$ cat config.mk
export PLATFORM = sky130hd
export DESIGN_NAME = serial_frame_engine
export DESIGN_NICKNAME = d
export VERILOG_FILES = /design/src/serial_frame_pkg.sv /design/src/serial_frame_engine.sv /design/src/tx_shadow_mem.sv
export VERILOG_INCLUDE_DIRS = /design/src
export SDC_FILE = /design/constraint.sdc
export NUM_CORES = 1
export LEC_CHECK = 0
export BUFFER_PORTS_ARGS = -buffer_cell sky130_fd_sc_hd__buf_2
export CAP_MARGIN = 20
export CORE_MARGIN = 2
export CORE_UTILIZATION = 50
export DETAILED_ROUTE_END_ITERATION = 8
export GPL_ROUTABILITY_DRIVEN = 0
export PLACE_DENSITY = 0.67
export SLEW_MARGIN = 25
export SYNTH_ARGS = -nofsm -noshare
export SYNTH_HDL_FRONTEND = slang
export SYNTH_HIERARCHICAL = 1
export SYNTH_SLANG_ARGS = --single-unit
$ cat constraint.sdc
create_clock -name ref_clk_i -period 8.9 [get_ports ref_clk_i]
set_clock_uncertainty 0.2 [all_clocks]
set_input_delay 1.78 -clock ref_clk_i [delete_from_list [all_inputs] [get_ports ref_clk_i]]
set_output_delay 1.78 -clock ref_clk_i [all_outputs]
set_load 0.05 [all_outputs]
$ cat src/serial_frame_consts.svh
// Register offsets, field positions, reset values and fixed frame counts of the framing engine
`ifndef SERIAL_FRAME_CONSTS_SVH
`define SERIAL_FRAME_CONSTS_SVH

// Register indices on the plain register port
`define REG_CTRL_ONE 4'h0
`define REG_CTRL_TWO 4'h1
`define REG_CTRL_THREE 4'h2
`define REG_TX_SLOTS 4'h3
`define REG_TX_WORD0 4'h4
`define REG_TX_WORD3 4'h7
`define REG_STATUS 4'h8

// Field positions in port_control_one
`define C1_ENABLE 0
`define C1_FS_DIR 1
`define C1_MODE_LO 2
`define C1_MODE_HI 3
`define C1_SCK_DIR 4
`define C1_EDGE 5
`define C1_JUSTIFY 6
`define C1_SDO_MODE 7

// Field positions in port_control_two
`define C2_WS_LO 0
`define C2_WS_HI 3
`define C2_FL_LO 4
`define C2_FL_HI 7

// Reset values
`define RST_CTRL_ONE 8'h00
`define RST_CTRL_TWO 8'h00
`define RST_CTRL_THREE 12'h000
`define RST_TX_SLOTS 16'h0000

// Pin indices of the four serial pins
`define PIN_SCK 0
`define PIN_SDO 1
`define PIN_SDI 2
`define PIN_FS 3

// Fixed AC-Link figures
`define AC_HEAD_BITS 8'h10
`define AC_FRAME_LAST 8'hFF
`define AC_TAG_LAST 5'h0F
`define AC_SLOT20_LAST 5'h13
`define AC16_WORD_LAST 4'hF
`define AC20_WORD_LAST 4'hC

`endif

$ cat src/serial_frame_pkg.sv
// Types shared by the framing engine files
package serial_frame_pkg;

   typedef enum logic [1:0] {
      FSM_MULTI = 2'b00,
      FSM_I2S = 2'b01,
      FSM_AC16 = 2'b10,
      FSM_AC20 = 2'b11
   } fs_mode_t;

   typedef enum logic {
      ST_IDLE = 1'b0,
      ST_RUN = 1'b1
   } eng_state_t;

endpackage

$ cat src/serial_frame_engine.sv
// Serial framing engine: bit clock, frame sync, slot counting and transmit shifting
`include "serial_frame_consts.svh"

module serial_frame_engine
   import serial_frame_pkg::*;
(
   input wire logic ref_clk_i,
   input wire logic srst_i,
   input wire logic [3:0] addr_i,
   input wire logic [15:0] wdata_i,
   input wire logic wr_i,
   input wire logic rd_i,
   output logic [15:0] rdata_o,
   input wire logic [3:0] pin_i,
   output logic [3:0] pin_o,
   output logic [3:0] pin_oe_o,
   input wire logic [3:0] gp_o_i,
   input wire logic [3:0] gp_oe_i
);

   logic [7:0] ctrl1_q;
   logic [7:0] ctrl2_q;
   logic [11:0] bcg_q;
   logic [15:0] tse_q;
   logic en;
   logic fs_dir;
   logic sck_dir;
   logic edge_sel;
   logic early_data_justify_bit;
   logic sdom;
   fs_mode_t mode;
   logic [3:0] ws;
   logic [3:0] flen;
   logic sck_m_q, sck_s_q, sck_p_q;
   logic fs_m_q, fs_s_q, fs_prev_q;
   logic sdi_m_q, sdi_s_q;
   logic [11:0] div_q;
   logic sck_int_q;
   logic gen_on;
   logic rise_e, fall_e, drive_e, samp_e;
   logic [4:0] wl_last;
   logic [3:0] w_last;
   logic [8:0] total;
   logic [7:0] fend;
   logic [7:0] half;
   logic [7:0] fbit_q, fbit_nx;
   logic mst_run_q;
   logic fs_q;
   logic fs_nx;
   logic mst_go, slv_go, load;
   logic req_q, arm_q, trig, fin;
   eng_state_t state_q;
   logic [4:0] bit_q;
   logic [3:0] word_q;
   logic [1:0] ptr_q;
   logic [15:0] shift_q;
   logic sdo_q, sdo_oe_q;
   logic [15:0] mem_rdata, mem_bus_rdata;
   logic rd_mem_q;
   logic [15:0] rd_reg_q;

   assign en = ctrl1_q[`C1_ENABLE];
   assign fs_dir = ctrl1_q[`C1_FS_DIR];
   assign mode = fs_mode_t'(ctrl1_q[`C1_MODE_HI:`C1_MODE_LO]);
   assign sck_dir = ctrl1_q[`C1_SCK_DIR];
   assign edge_sel = ctrl1_q[`C1_EDGE];
   assign early_data_justify_bit = ctrl1_q[`C1_JUSTIFY];
   assign sdom = ctrl1_q[`C1_SDO_MODE];
   assign ws = ctrl2_q[`C2_WS_HI:`C2_WS_LO];
   assign flen = ctrl2_q[`C2_FL_HI:`C2_FL_LO];

   // Control register writes
   always_ff @(posedge ref_clk_i) begin
      if (srst_i) begin
         ctrl1_q <= `RST_CTRL_ONE;
         ctrl2_q <= `RST_CTRL_TWO;
         bcg_q <= `RST_CTRL_THREE;
         tse_q <= `RST_TX_SLOTS;
      end else if (wr_i) begin
         unique case (addr_i)
            `REG_CTRL_ONE: ctrl1_q <= wdata_i[7:0];
            `REG_CTRL_TWO: ctrl2_q <= wdata_i[7:0];
            `REG_CTRL_THREE: bcg_q <= wdata_i[11:0];
            `REG_TX_SLOTS: tse_q <= wdata_i;
            default: ;
         endcase
      end
   end

   // Register reads, answer one cycle later; unmapped reads return zero
   always_ff @(posedge ref_clk_i) begin
      if (srst_i) begin
         rd_reg_q <= 16'h0000;
         rd_mem_q <= 1'b0;
      end else begin
         rd_mem_q <= rd_i && addr_i >= `REG_TX_WORD0 && addr_i <= `REG_TX_WORD3;
         if (rd_i) begin
            unique case (addr_i)
               `REG_CTRL_ONE: rd_reg_q <= {8'h00, ctrl1_q};
               `REG_CTRL_TWO: rd_reg_q <= {8'h00, ctrl2_q};
               `REG_CTRL_THREE: rd_reg_q <= {4'h0, bcg_q};
               `REG_TX_SLOTS: rd_reg_q <= tse_q;
               `REG_STATUS: rd_reg_q <= {3'h0, sdi_s_q, state_q, ptr_q, word_q, bit_q};
               default: rd_reg_q <= 16'h0000;
            endcase
         end
      end
   end

   assign rdata_o = rd_mem_q ? mem_bus_rdata : rd_reg_q;

   // Shadow words, written by software, read by the slot loader
   tx_shadow_mem u_shadow (
      .ref_clk_i(ref_clk_i),
      .wr_i(wr_i && addr_i >= `REG_TX_WORD0 && addr_i <= `REG_TX_WORD3),
      .wr_addr_i(addr_i[1:0]),
      .wr_data_i(wdata_i),
      .eng_addr_i(ptr_q),
      .eng_data_o(mem_rdata),
      .bus_addr_i(addr_i[1:0]),
      .bus_data_o(mem_bus_rdata)
   );

   // Pin synchronisers; edges come from the second and third stage only
   always_ff @(posedge ref_clk_i) begin
      if (srst_i) begin
         {sck_m_q, sck_s_q, sck_p_q} <= 3'h0;
         {fs_m_q, fs_s_q, sdi_m_q, sdi_s_q} <= 4'h0;
      end else begin
         sck_m_q <= pin_i[`PIN_SCK];
         sck_s_q <= sck_m_q;
         sck_p_q <= sck_s_q;
         fs_m_q <= pin_i[`PIN_FS];
         fs_s_q <= fs_m_q;
         sdi_m_q <= pin_i[`PIN_SDI];
         sdi_s_q <= sdi_m_q;
      end
   end

   // Bit clock divider, independent of the enable so the pin can run alone
   assign gen_on = !sck_dir && bcg_q != 12'h000;
   always_ff @(posedge ref_clk_i) begin
      if (srst_i || !gen_on) begin
         div_q <= 12'h000;
         sck_int_q <= 1'b0;
      end else if (div_q >= bcg_q) begin
         div_q <= 12'h000;
         sck_int_q <= ~sck_int_q;
      end else begin
         div_q <= div_q + 12'h001;
      end
   end

   // Bit clock edge events from the selected source
   always_comb begin
      if (sck_dir) begin
         rise_e = sck_s_q && !sck_p_q;
         fall_e = !sck_s_q && sck_p_q;
      end else begin
         rise_e = gen_on && div_q >= bcg_q && !sck_int_q;
         fall_e = gen_on && div_q >= bcg_q && sck_int_q;
      end
   end

   // Sampling edge per edge select; data change on the other edge
   assign samp_e = en && (edge_sel ? rise_e : fall_e);
   assign drive_e = en && (edge_sel ? fall_e : rise_e);

   // Word length and frame length per mode
   always_comb begin
      total = 9'(({5'h00, ws} + 9'h001) * ({5'h00, flen} + 9'h001));
      unique case (mode)
         FSM_MULTI, FSM_I2S: begin
            wl_last = {1'b0, ws};
            w_last = flen;
            fend = 8'(total - 9'h001);
         end
         FSM_AC16: begin
            wl_last = `AC_TAG_LAST;
            w_last = `AC16_WORD_LAST;
            fend = `AC_FRAME_LAST;
         end
         FSM_AC20: begin
            wl_last = (word_q == 4'h0) ? `AC_TAG_LAST : `AC_SLOT20_LAST;
            w_last = `AC20_WORD_LAST;
            fend = `AC_FRAME_LAST;
         end
      endcase
      half = total[8:1];
   end

   // Master frame bit counter and the sync level it implies
   always_comb begin
      fbit_nx = (!mst_run_q || fbit_q == fend) ? 8'h00 : fbit_q + 8'h01;
      unique case (mode)
         FSM_MULTI: fs_nx = fbit_nx == 8'h00;
         FSM_I2S: fs_nx = fbit_nx >= half;
         FSM_AC16, FSM_AC20: fs_nx = fbit_nx < `AC_HEAD_BITS;
      endcase
   end

   always_ff @(posedge ref_clk_i) begin
      if (srst_i || !en || fs_dir) begin
         fbit_q <= 8'h00;
         mst_run_q <= 1'b0;
         fs_q <= 1'b0;
      end else if (drive_e) begin
         mst_run_q <= 1'b1;
         fbit_q <= fbit_nx;
         fs_q <= fs_nx;
      end
   end

   assign mst_go = drive_e && !fs_dir && fbit_nx == 8'h00;

   // Slave sync detection; ignored while a frame is under way, except in its last bit
   assign fin = state_q == ST_RUN && bit_q == wl_last && word_q == w_last;
   assign trig = samp_e && fs_dir && !req_q && !arm_q && (state_q == ST_IDLE || fin)
      && (mode == FSM_I2S ? fs_s_q != fs_prev_q : fs_s_q);

   always_ff @(posedge ref_clk_i) begin
      if (srst_i || !en) begin
         req_q <= 1'b0;
         fs_prev_q <= 1'b0;
      end else begin
         if (samp_e) begin
            fs_prev_q <= fs_s_q;
         end
         if (trig) begin
            req_q <= 1'b1;
         end else if (drive_e) begin
            req_q <= 1'b0;
         end
      end
   end

   assign slv_go = drive_e && req_q;
   assign load = arm_q || slv_go || (mst_go && early_data_justify_bit);

   // Slot engine: start, shift, slot loads and pointer
   always_ff @(posedge ref_clk_i) begin
      if (srst_i || !en) begin
         state_q <= ST_IDLE;
         arm_q <= 1'b0;
         bit_q <= 5'h00;
         word_q <= 4'h0;
         ptr_q <= 2'h0;
         shift_q <= 16'h0000;
         sdo_q <= 1'b0;
         sdo_oe_q <= 1'b0;
      end else if (drive_e) begin
         arm_q <= mst_go && !early_data_justify_bit;
         if (load) begin
            state_q <= ST_RUN;
            bit_q <= 5'h00;
            word_q <= 4'h0;
            if (tse_q[0]) begin
               shift_q <= mem_rdata;
               sdo_q <= mem_rdata[15];
               sdo_oe_q <= 1'b1;
               ptr_q <= ptr_q + 2'h1;
            end else begin
               shift_q <= 16'h0000;
               sdo_q <= 1'b0;
               sdo_oe_q <= !sdom;
            end
         end else if (state_q == ST_RUN) begin
            if (bit_q == wl_last) begin
               bit_q <= 5'h00;
               if (word_q == w_last) begin
                  state_q <= ST_IDLE;
                  sdo_q <= 1'b0;
                  sdo_oe_q <= !sdom;
               end else begin
                  word_q <= word_q + 4'h1;
                  if (tse_q[word_q + 4'h1]) begin
                     shift_q <= mem_rdata;
                     sdo_q <= mem_rdata[15];
                     sdo_oe_q <= 1'b1;
                     ptr_q <= ptr_q + 2'h1;
                  end else begin
                     shift_q <= 16'h0000;
                     sdo_q <= 1'b0;
                     sdo_oe_q <= !sdom;
                  end
               end
            end else begin
               bit_q <= bit_q + 5'h01;
               shift_q <= {shift_q[14:0], 1'b0};
               sdo_q <= shift_q[14];
            end
         end else begin
            sdo_oe_q <= !sdom;
         end
      end
   end

   // Pin ownership: engine pins while enabled, bit clock pin also while its generator runs; general port otherwise
   always_comb begin
      pin_o = gp_o_i;
      pin_oe_o = gp_oe_i;
      if (en || gen_on) begin
         pin_o[`PIN_SCK] = sck_int_q;
         pin_oe_o[`PIN_SCK] = !sck_dir;
      end
      if (en) begin
         pin_o[`PIN_SDO] = sdo_q;
         pin_oe_o[`PIN_SDO] = sdo_oe_q;
         pin_o[`PIN_SDI] = 1'b0;
         pin_oe_o[`PIN_SDI] = 1'b0;
         pin_o[`PIN_FS] = fs_q;
         pin_oe_o[`PIN_FS] = !fs_dir;
      end
   end

   // Checks
   dis_reset_a: assert property (@(posedge ref_clk_i) disable iff (srst_i)
      !en |=> state_q == ST_IDLE && ptr_q == 2'h0 && word_q == 4'h0 && fbit_q == 8'h00)
      else $error("disabled engine kept counter state");
   pin_own_a: assert property (@(posedge ref_clk_i) disable iff (srst_i)
      en |-> pin_oe_o[`PIN_SDI] == 1'b0 && pin_o[`PIN_FS] == fs_q && pin_o[`PIN_SDO] == sdo_q)
      else $error("enabled engine lost pin ownership");
   sck_alone_a: assert property (@(posedge ref_clk_i) disable iff (srst_i)
      !en && gen_on |-> pin_oe_o[`PIN_SCK] && pin_o[`PIN_SCK] == sck_int_q)
      else $error("bit clock not driven while engine disabled");
   word_wrap_a: assert property (@(posedge ref_clk_i) disable iff (srst_i)
      en && drive_e && state_q == ST_RUN && !load && mode == FSM_MULTI
      && bit_q == ws && word_q != flen |=> bit_q == 5'h00 && word_q == $past(word_q) + 4'h1)
      else $error("word did not end after word size bits");
   frame_wrap_a: assert property (@(posedge ref_clk_i) disable iff (srst_i)
      en && !fs_dir && drive_e && mst_run_q && fbit_q == fend |-> mst_go ##1 fbit_q == 8'h00)
      else $error("master frame counter did not wrap");
   ac_sync_a: assert property (@(posedge ref_clk_i) disable iff (srst_i)
      en && !fs_dir && mst_run_q && mode[1] |-> fs_q == (fbit_q < `AC_HEAD_BITS))
      else $error("AC-Link sync shape wrong");
   multi_pulse_a: assert property (@(posedge ref_clk_i) disable iff (srst_i)
      en && !fs_dir && mst_run_q && mode == FSM_MULTI |-> fs_q == (fbit_q == 8'h00))
      else $error("multi-channel sync pulse wrong");
   i2s_duty_a: assert property (@(posedge ref_clk_i) disable iff (srst_i)
      en && !fs_dir && mst_run_q && mode == FSM_I2S |-> fs_q == (fbit_q >= half))
      else $error("I2S sync duty wrong");
   busy_ignore_a: assert property (@(posedge ref_clk_i) disable iff (srst_i)
      state_q == ST_RUN && !fin |-> !trig)
      else $error("sync accepted during a running frame");
   div_toggle_a: assert property (@(posedge ref_clk_i) disable iff (srst_i)
      gen_on && div_q == bcg_q && $stable(bcg_q) |=> sck_int_q != $past(sck_int_q))
      else $error("bit clock did not toggle at divider end");
   unused_slot_a: assert property (@(posedge ref_clk_i) disable iff (srst_i)
      en && drive_e && (load ? !tse_q[0] : state_q == ST_RUN && bit_q == wl_last && !fin
      && !tse_q[word_q + 4'h1]) |=> !sdo_q && sdo_oe_q == !sdom)
      else $error("disabled slot drive wrong");

endmodule // serial_frame_engine

$ cat src/tx_shadow_mem.sv
// Four-word transmit shadow memory with two registered read ports
module tx_shadow_mem (
   input wire logic ref_clk_i,
   input wire logic wr_i,
   input wire logic [1:0] wr_addr_i,
   input wire logic [15:0] wr_data_i,
   input wire logic [1:0] eng_addr_i,
   output logic [15:0] eng_data_o,
   input wire logic [1:0] bus_addr_i,
   output logic [15:0] bus_data_o
);

   logic [15:0] mem_q [4];

   // One write decoder per word
   for (genvar g = 0; g < 4; g++) begin : g_word
      always_ff @(posedge ref_clk_i) begin
         if (wr_i && wr_addr_i == 2'(g)) begin
            mem_q[g] <= wr_data_i;
         end
      end
   end

   // Read data leave through registers
   always_ff @(posedge ref_clk_i) begin
      eng_data_o <= mem_q[eng_addr_i];
      bus_data_o <= mem_q[bus_addr_i];
   end

endmodule // tx_shadow_mem
# After elaboration in Yosys (flattened, before gate mapping)
# Memory sizes are Yosys's and may differ from the RTL's. A register that Yosys moved wholly into a read port is not among the register bits.
# Cells that the tools add are included.
# word_totals
ram_bits	64
reg_bits	123
input_bits	36
word_cells	210
output_inout_bits	24
n_memories	1
# op_classes
eq_ne	18
magnitude_cmp	6
bitwise_logic	2
n_addsub	8
n_mux	73
n_reduce_logical	73
mul	1
# mem_list
name	depth	word_bits	read_ports	rd_clocked_by_memory_dff	write_ports	line	rtl
u_shadow.mem_q	4	16	2	2	1	tx_shadow_mem.sv:13	logic [15:0] mem_q [4];
# ops
cell	n
$mux 15	6
$pmux 16 s5	1
$mux 16	4
$reduce_or 16->1	3
$mux 1	37
$logic_and 1x1->1	28
$mux 5	4
$mux 2	9
$mux 4	4
$pmux 8 s2	1
$pmux 5 s3	1
$add 12x1->12 const B	1
$ge 12x12->1	1
$logic_not 1->1	12
$pmux 4 s3	1
$reduce_and 2->1	6
$reduce_bool 12->1	1
$add 4x1->5 const B	2
$mul 5x5->9	1
$add 8x1->8 const B	1
$eq 2x2->1 const B	4
$eq 4x2->1 const B	2
$eq 8x8->1	1
$ge 8x8->1	1
31 further kinds	49

# Depth between registers and ports, before layout
# depth
depth_word	13
mapped_depth	30

# Hierarchy
# Netlist, hierarchy kept.
# by_module_without_submodules
module	seq_area_each_um2	n_inst	cells_each	area_each_um2
serial_frame_engine	2462.4	1	941	7648.6
tx_shadow_mem	2562.5	1	140	3442.1

# Least setup slack after synthesis
# OpenSTA, ideal clock, no wires.
# synth_path
path_type	reg2reg
from	reg ctrl2_q[5]
to	reg fs_q
n_path_buf	0
arrival_ns	6.254
path_slack_ns	2.313
required_time_ns	8.568
stages_incl_launch_ff	29
cell_sequence	dfxtp_1 -> ha_1 -> nand3_1 -> or2_2 -> fa_1 -> fa_1 -> inv_1 -> fa_1 -> ha_1 -> o21ai_0 -> nor4b_1 -> or3b_1 -> a211o_1 -> and3_1 -> o221ai_2 -> nand2_1 -> or2_2 -> ha_1 -> nand2b_1 -> a21o_1 -> a21oi_1 -> nor2b_1 -> o21ai_0 -> nand2b_1 -> a21oi_1 -> nor2b_1 -> o21ai_0 -> a211o_1 -> a21oi_1
# synth_via
elab_chain_cells	9
# synth_lines
element	line	rtl
start, declared	serial_frame_engine.sv:22	logic [7:0] ctrl2_q;
start signal, assigned	serial_frame_engine.sv:76	ctrl2_q <= `RST_CTRL_TWO;
start signal, assigned	serial_frame_engine.sv:82	`REG_CTRL_TWO: ctrl2_q <= wdata_i[7:0];
$add 4x1->5 *	serial_frame_engine.sv:171	total = 9'(({5'h00, ws} + 9'h001) * ({5'h00, flen} + 9'h001));
$mul 5x5->9 *	serial_frame_engine.sv:171	
$sub 8x1->8	serial_frame_engine.sv:176	fend = 8'(total - 9'h001);
$pmux 8 s2	serial_frame_engine.sv:172	unique case (mode)
$eq 8x8->1	serial_frame_engine.sv:194	fbit_nx = (!mst_run_q || fbit_q == fend) ? 8'h00 : fbit_q + 8'h01;
$logic_or 1x1->1	serial_frame_engine.sv:194	
$mux 8	serial_frame_engine.sv:194	
$lt 8x5->1 (no source line) (tied with other cells)	n/a	
$pmux 1 s3 *	serial_frame_engine.sv:195	unique case (mode)
end signal, assigned	serial_frame_engine.sv:210	fs_q <= fs_nx;
end, declared	serial_frame_engine.sv:48	logic fs_q;
# Every way passes the cells marked *; elsewhere a longest branch is shown, timed or not.
# A chain may end at the register's enable or synchronous reset.

# Worst setup path after layout
# layout_path
from	reg ctrl2_q[4]
to	reg fs_q
# Same word-level chain as after synthesis.

==> results_dict.tcl <==
set metrics [dict create \
    status "finished, final reports clean" \
    yosysMostFrequentCell "dfxtp_1" \
    tightest_slew_ns 1.069 \
    reg2reg_depth 28 \
    endpoint_kind "flip-flop" \
    synth_top_cells_by_area "dfxtp_1 (28%), edfxtp_1 (17%), ha_1 (5.1%)" \
    hpwl_um 18020 \
    synthesis.nets 1170 \
    area_growth_syn_to_layout_pct 11.25 \
    core_area_mm2 0.02182 \
    reg2reg_slack_ns 1.26 \
    grt_overflow_total 0 \
    die_area_mm2 0.02339 \
    crit_buf_inv 1 \
    synth_flop_cell "dfxtp_1" \
    yosys.cell_types.count 77 \
    synth_top_area_cell "dfxtp_1" \
    antenna_cells 0 \
    cp.arrival_ns 7.85 \
    p_leak_nw 4.466 \
    hold_class "flip-flop to flip-flop" \
    p_int_mw 1.671 \
    die_h_um 152.9 \
    vdd_drop_max_uv 191.5 \
    drt.antenna.violating_nets 0 \
    rows 54 \
    seqPwrFrac_pct 48.4 \
    avgViaCountPerCell 5.918 \
    cts_resized 0 \
    r2r-start "ctrl2_q[4]" \
    numCtsBuffers 24 \
    yosys.area.top_type_share_pct 27.98 \
    dp_slack_ns 1.235 \
    multiInputGateArea_mm2 0.005633 \
    grtUsageTotal_pct 22.31 \
    setup_viol 0 \
    switching_share_pct 23.25 \
    synth_seq_area_share_pct 45.31 \
    post_cts_buffers 0 \
    yosys-top-cells-count "dfxtp_1 (155), nand2_1 (128), a21oi_1 (100)" \
    cts_tree "built" \
    post_drt_wl_per_cell_um 18.92 \
    fp.dieW_um 152.9 \
    ctsHoldBuffers 0 \
    power.density_mw_per_mm2 176.5 \
    syn_inst 1081 \
    worstHoldEndpoint "sck_s_q" \
    clk_pin_slew_ns 0.06 \
    synth_area_mm2 0.01109 \
    portBuffers 58 \
    maxCapViolations 0 \
    hold_depth 1 \
    final.setup.tns_ns 0 \
    slew_headroom_pct 28.67 \
    combPwrFrac_pct 5.3 \
    switchingPower_mw 0.5064 \
    finalHoldViolations 0 \
    antenna_found_initial 1 \
    drive_gt1_share_pct 17.61 \
    worst_setup_path_start_kind "flip-flop" \
    crit_required_ns 9.11 \
    floorplan.initialDensity_pct 50.82 \
    max_freq_ghz 0.1310 \
    slew_viol_final 0 \
    clk_path_buf_depth 3 \
    crit_type "flip-flop to flip-flop" \
    pin_count 60 \
    routed_wl_um 26470 \
    power.total_mw 2.178 \
    rsz0062_at_grt "false" \
    first_global_vias 7695 \
    slowest_stage "dfxtp_1" \
    cpPeakStageDelay_ns 0.63 \
    h-tree-depth 1 \
    num-fill-cells 1878 \
    cts_sinks 219 \
    ys_ff_latch 219 \
    synth-async-reset-ratio_pct 0 \
    ys_warn_count 6 \
    first_pass_iters 6 \
    regArea_mm2 0.005025 \
    synth_edf_count 64 \
    avgSynthCellArea_um2 10.26 \
    clk_latency_ns 0.54 \
    clkPwrFrac_pct 46.3 \
    drc 0 \
    drtIter0Drc 742 \
    finalWorstSetupSlack_ns 1.264 \
    cp_top_family "adder cells" \
    min_from "sck_m_q" \
    grt_first_pass_wirelength_um 41900 \
    nets 1190 \
    crit_fanout 11 \
    vias 8279 \
    period_minus_slack_ns 7.636 \
    fin_crit_sh_pct 85.80 \
    cts_root_buf "clkbuf_16" \
    grt_max_degree 72 \
    timing.rr.end "fs_q" \
]
==> metrics by stage <==
step / hold slack [ns] / util [%] / instances / instance area [µm²]
after detailed placement: 0.2239 / 52.73 / 1355 / 11510
after CTS: 0.2393 / 56.50 / 1399 / 12330
after floorplan: 0.2138 / - / 1081 / 11090
final: 0.2336 / 56.54 / 1399 / 12340
after global placement: 0.2231 / 52.69 / 1355 / 11500
after global routing: 0.2729 / 56.54 / 1399 / 12340
==> worst max-delay path by stage <==
stage                    start   end  slack, ns  depth (start not counted)
floorplan           ctrl2_q[5]  fs_q       2.31                         28
global placement    ctrl2_q[4]  fs_q       1.28                         28
detailed placement  ctrl2_q[4]  fs_q       1.23                         28
CTS                 ctrl2_q[4]  fs_q       1.21                         28
global route        ctrl2_q[4]  fs_q       0.64                         28
finish              ctrl2_q[4]  fs_q       1.26                         28
==> registers in the layout, summed over array words and instances (netlist names), 2 cells and up <==
register	count
ctrl1_q	8
u_shadow/mem_q	64
tse_q	16
ptr_q	2
div_q	12
bit_q	5
word_q	4
ctrl2_q	8
u_shadow/eng_data_o	16
rd_reg_q	16
shift_q	15
fbit_q	8
bcg_q	12
u_shadow/bus_data_o	16
==> cell families after synthesis <==
group | count (synthesis) | synth area share (%)
xor+xnor | 47 | 3.712
buf+inv | 115 | 4.513
fa+ha+maj | 53 | 6.521
simple gates | 377 | 16.49
flops | 219 | 45.31
compound gates | 209 | 13.14
mux | 61 | 10.31
==> power by group through the flow <==
stage	logic (mW)	clock network, mW	registers [mW]
2_1_floorplan	0.0788	0	1.07
4_1_cts	0.115	1.03	1.05
6_report	0.115	1.01	1.05
3_3_place_gp	0.112	0	1.07
3_5_place_dp	0.114	0	1.08
5_1_grt	0.124	1.07	1.05
==> final cells by class <==
type,instances,share of cell area (%)
multi-input cells,747,45.65
flip-flops and latches,219,40.73
clock buffers,32,5.689
well taps,280,2.839
repair buffers,65,2.779
inverters,44,1.339
clock inverters,12,0.9735
==> cell usage in the layout, fill, tap and decap left out, drive strengths merged, types with 5 or more instances in the layout <==
cell / count
or2: 5
nand3b: 5
nor2b: 15
a31oi: 8
buf: 65
nor3: 28
mux4: 37
nor3b: 6
a221oi: 16
a22oi: 10
o21ai: 16
nor4: 7
edfxtp: 64
clkbuf: 32
a222oi: 13
ha: 45
fa: 8
nand2: 128
nor4b: 5
xor2: 18
xnor2: 29
nor2: 93
and3: 9
dfxtp: 155
and2: 7
inv: 44
nand3: 43
mux2: 20
nand2b: 8
a21o: 11
a21oi: 101
clkinv: 9
==> routing by layer <==
| layer | vias up | GRT usage, % | wire length (µm) |
|---|---|---|---|
| met4 | 0 | 5.026 | 513 |
| met3 | 39 | 3.374 | 1886 |
| met2 | 256 | 36.24 | 12290 |
| li1 | 3971 | - | - |
| met5 | - | 0 | 0 |
| met1 | 4013 | 31.82 | 11790 |
No activity file was read; power rests on OpenSTA's default activity.
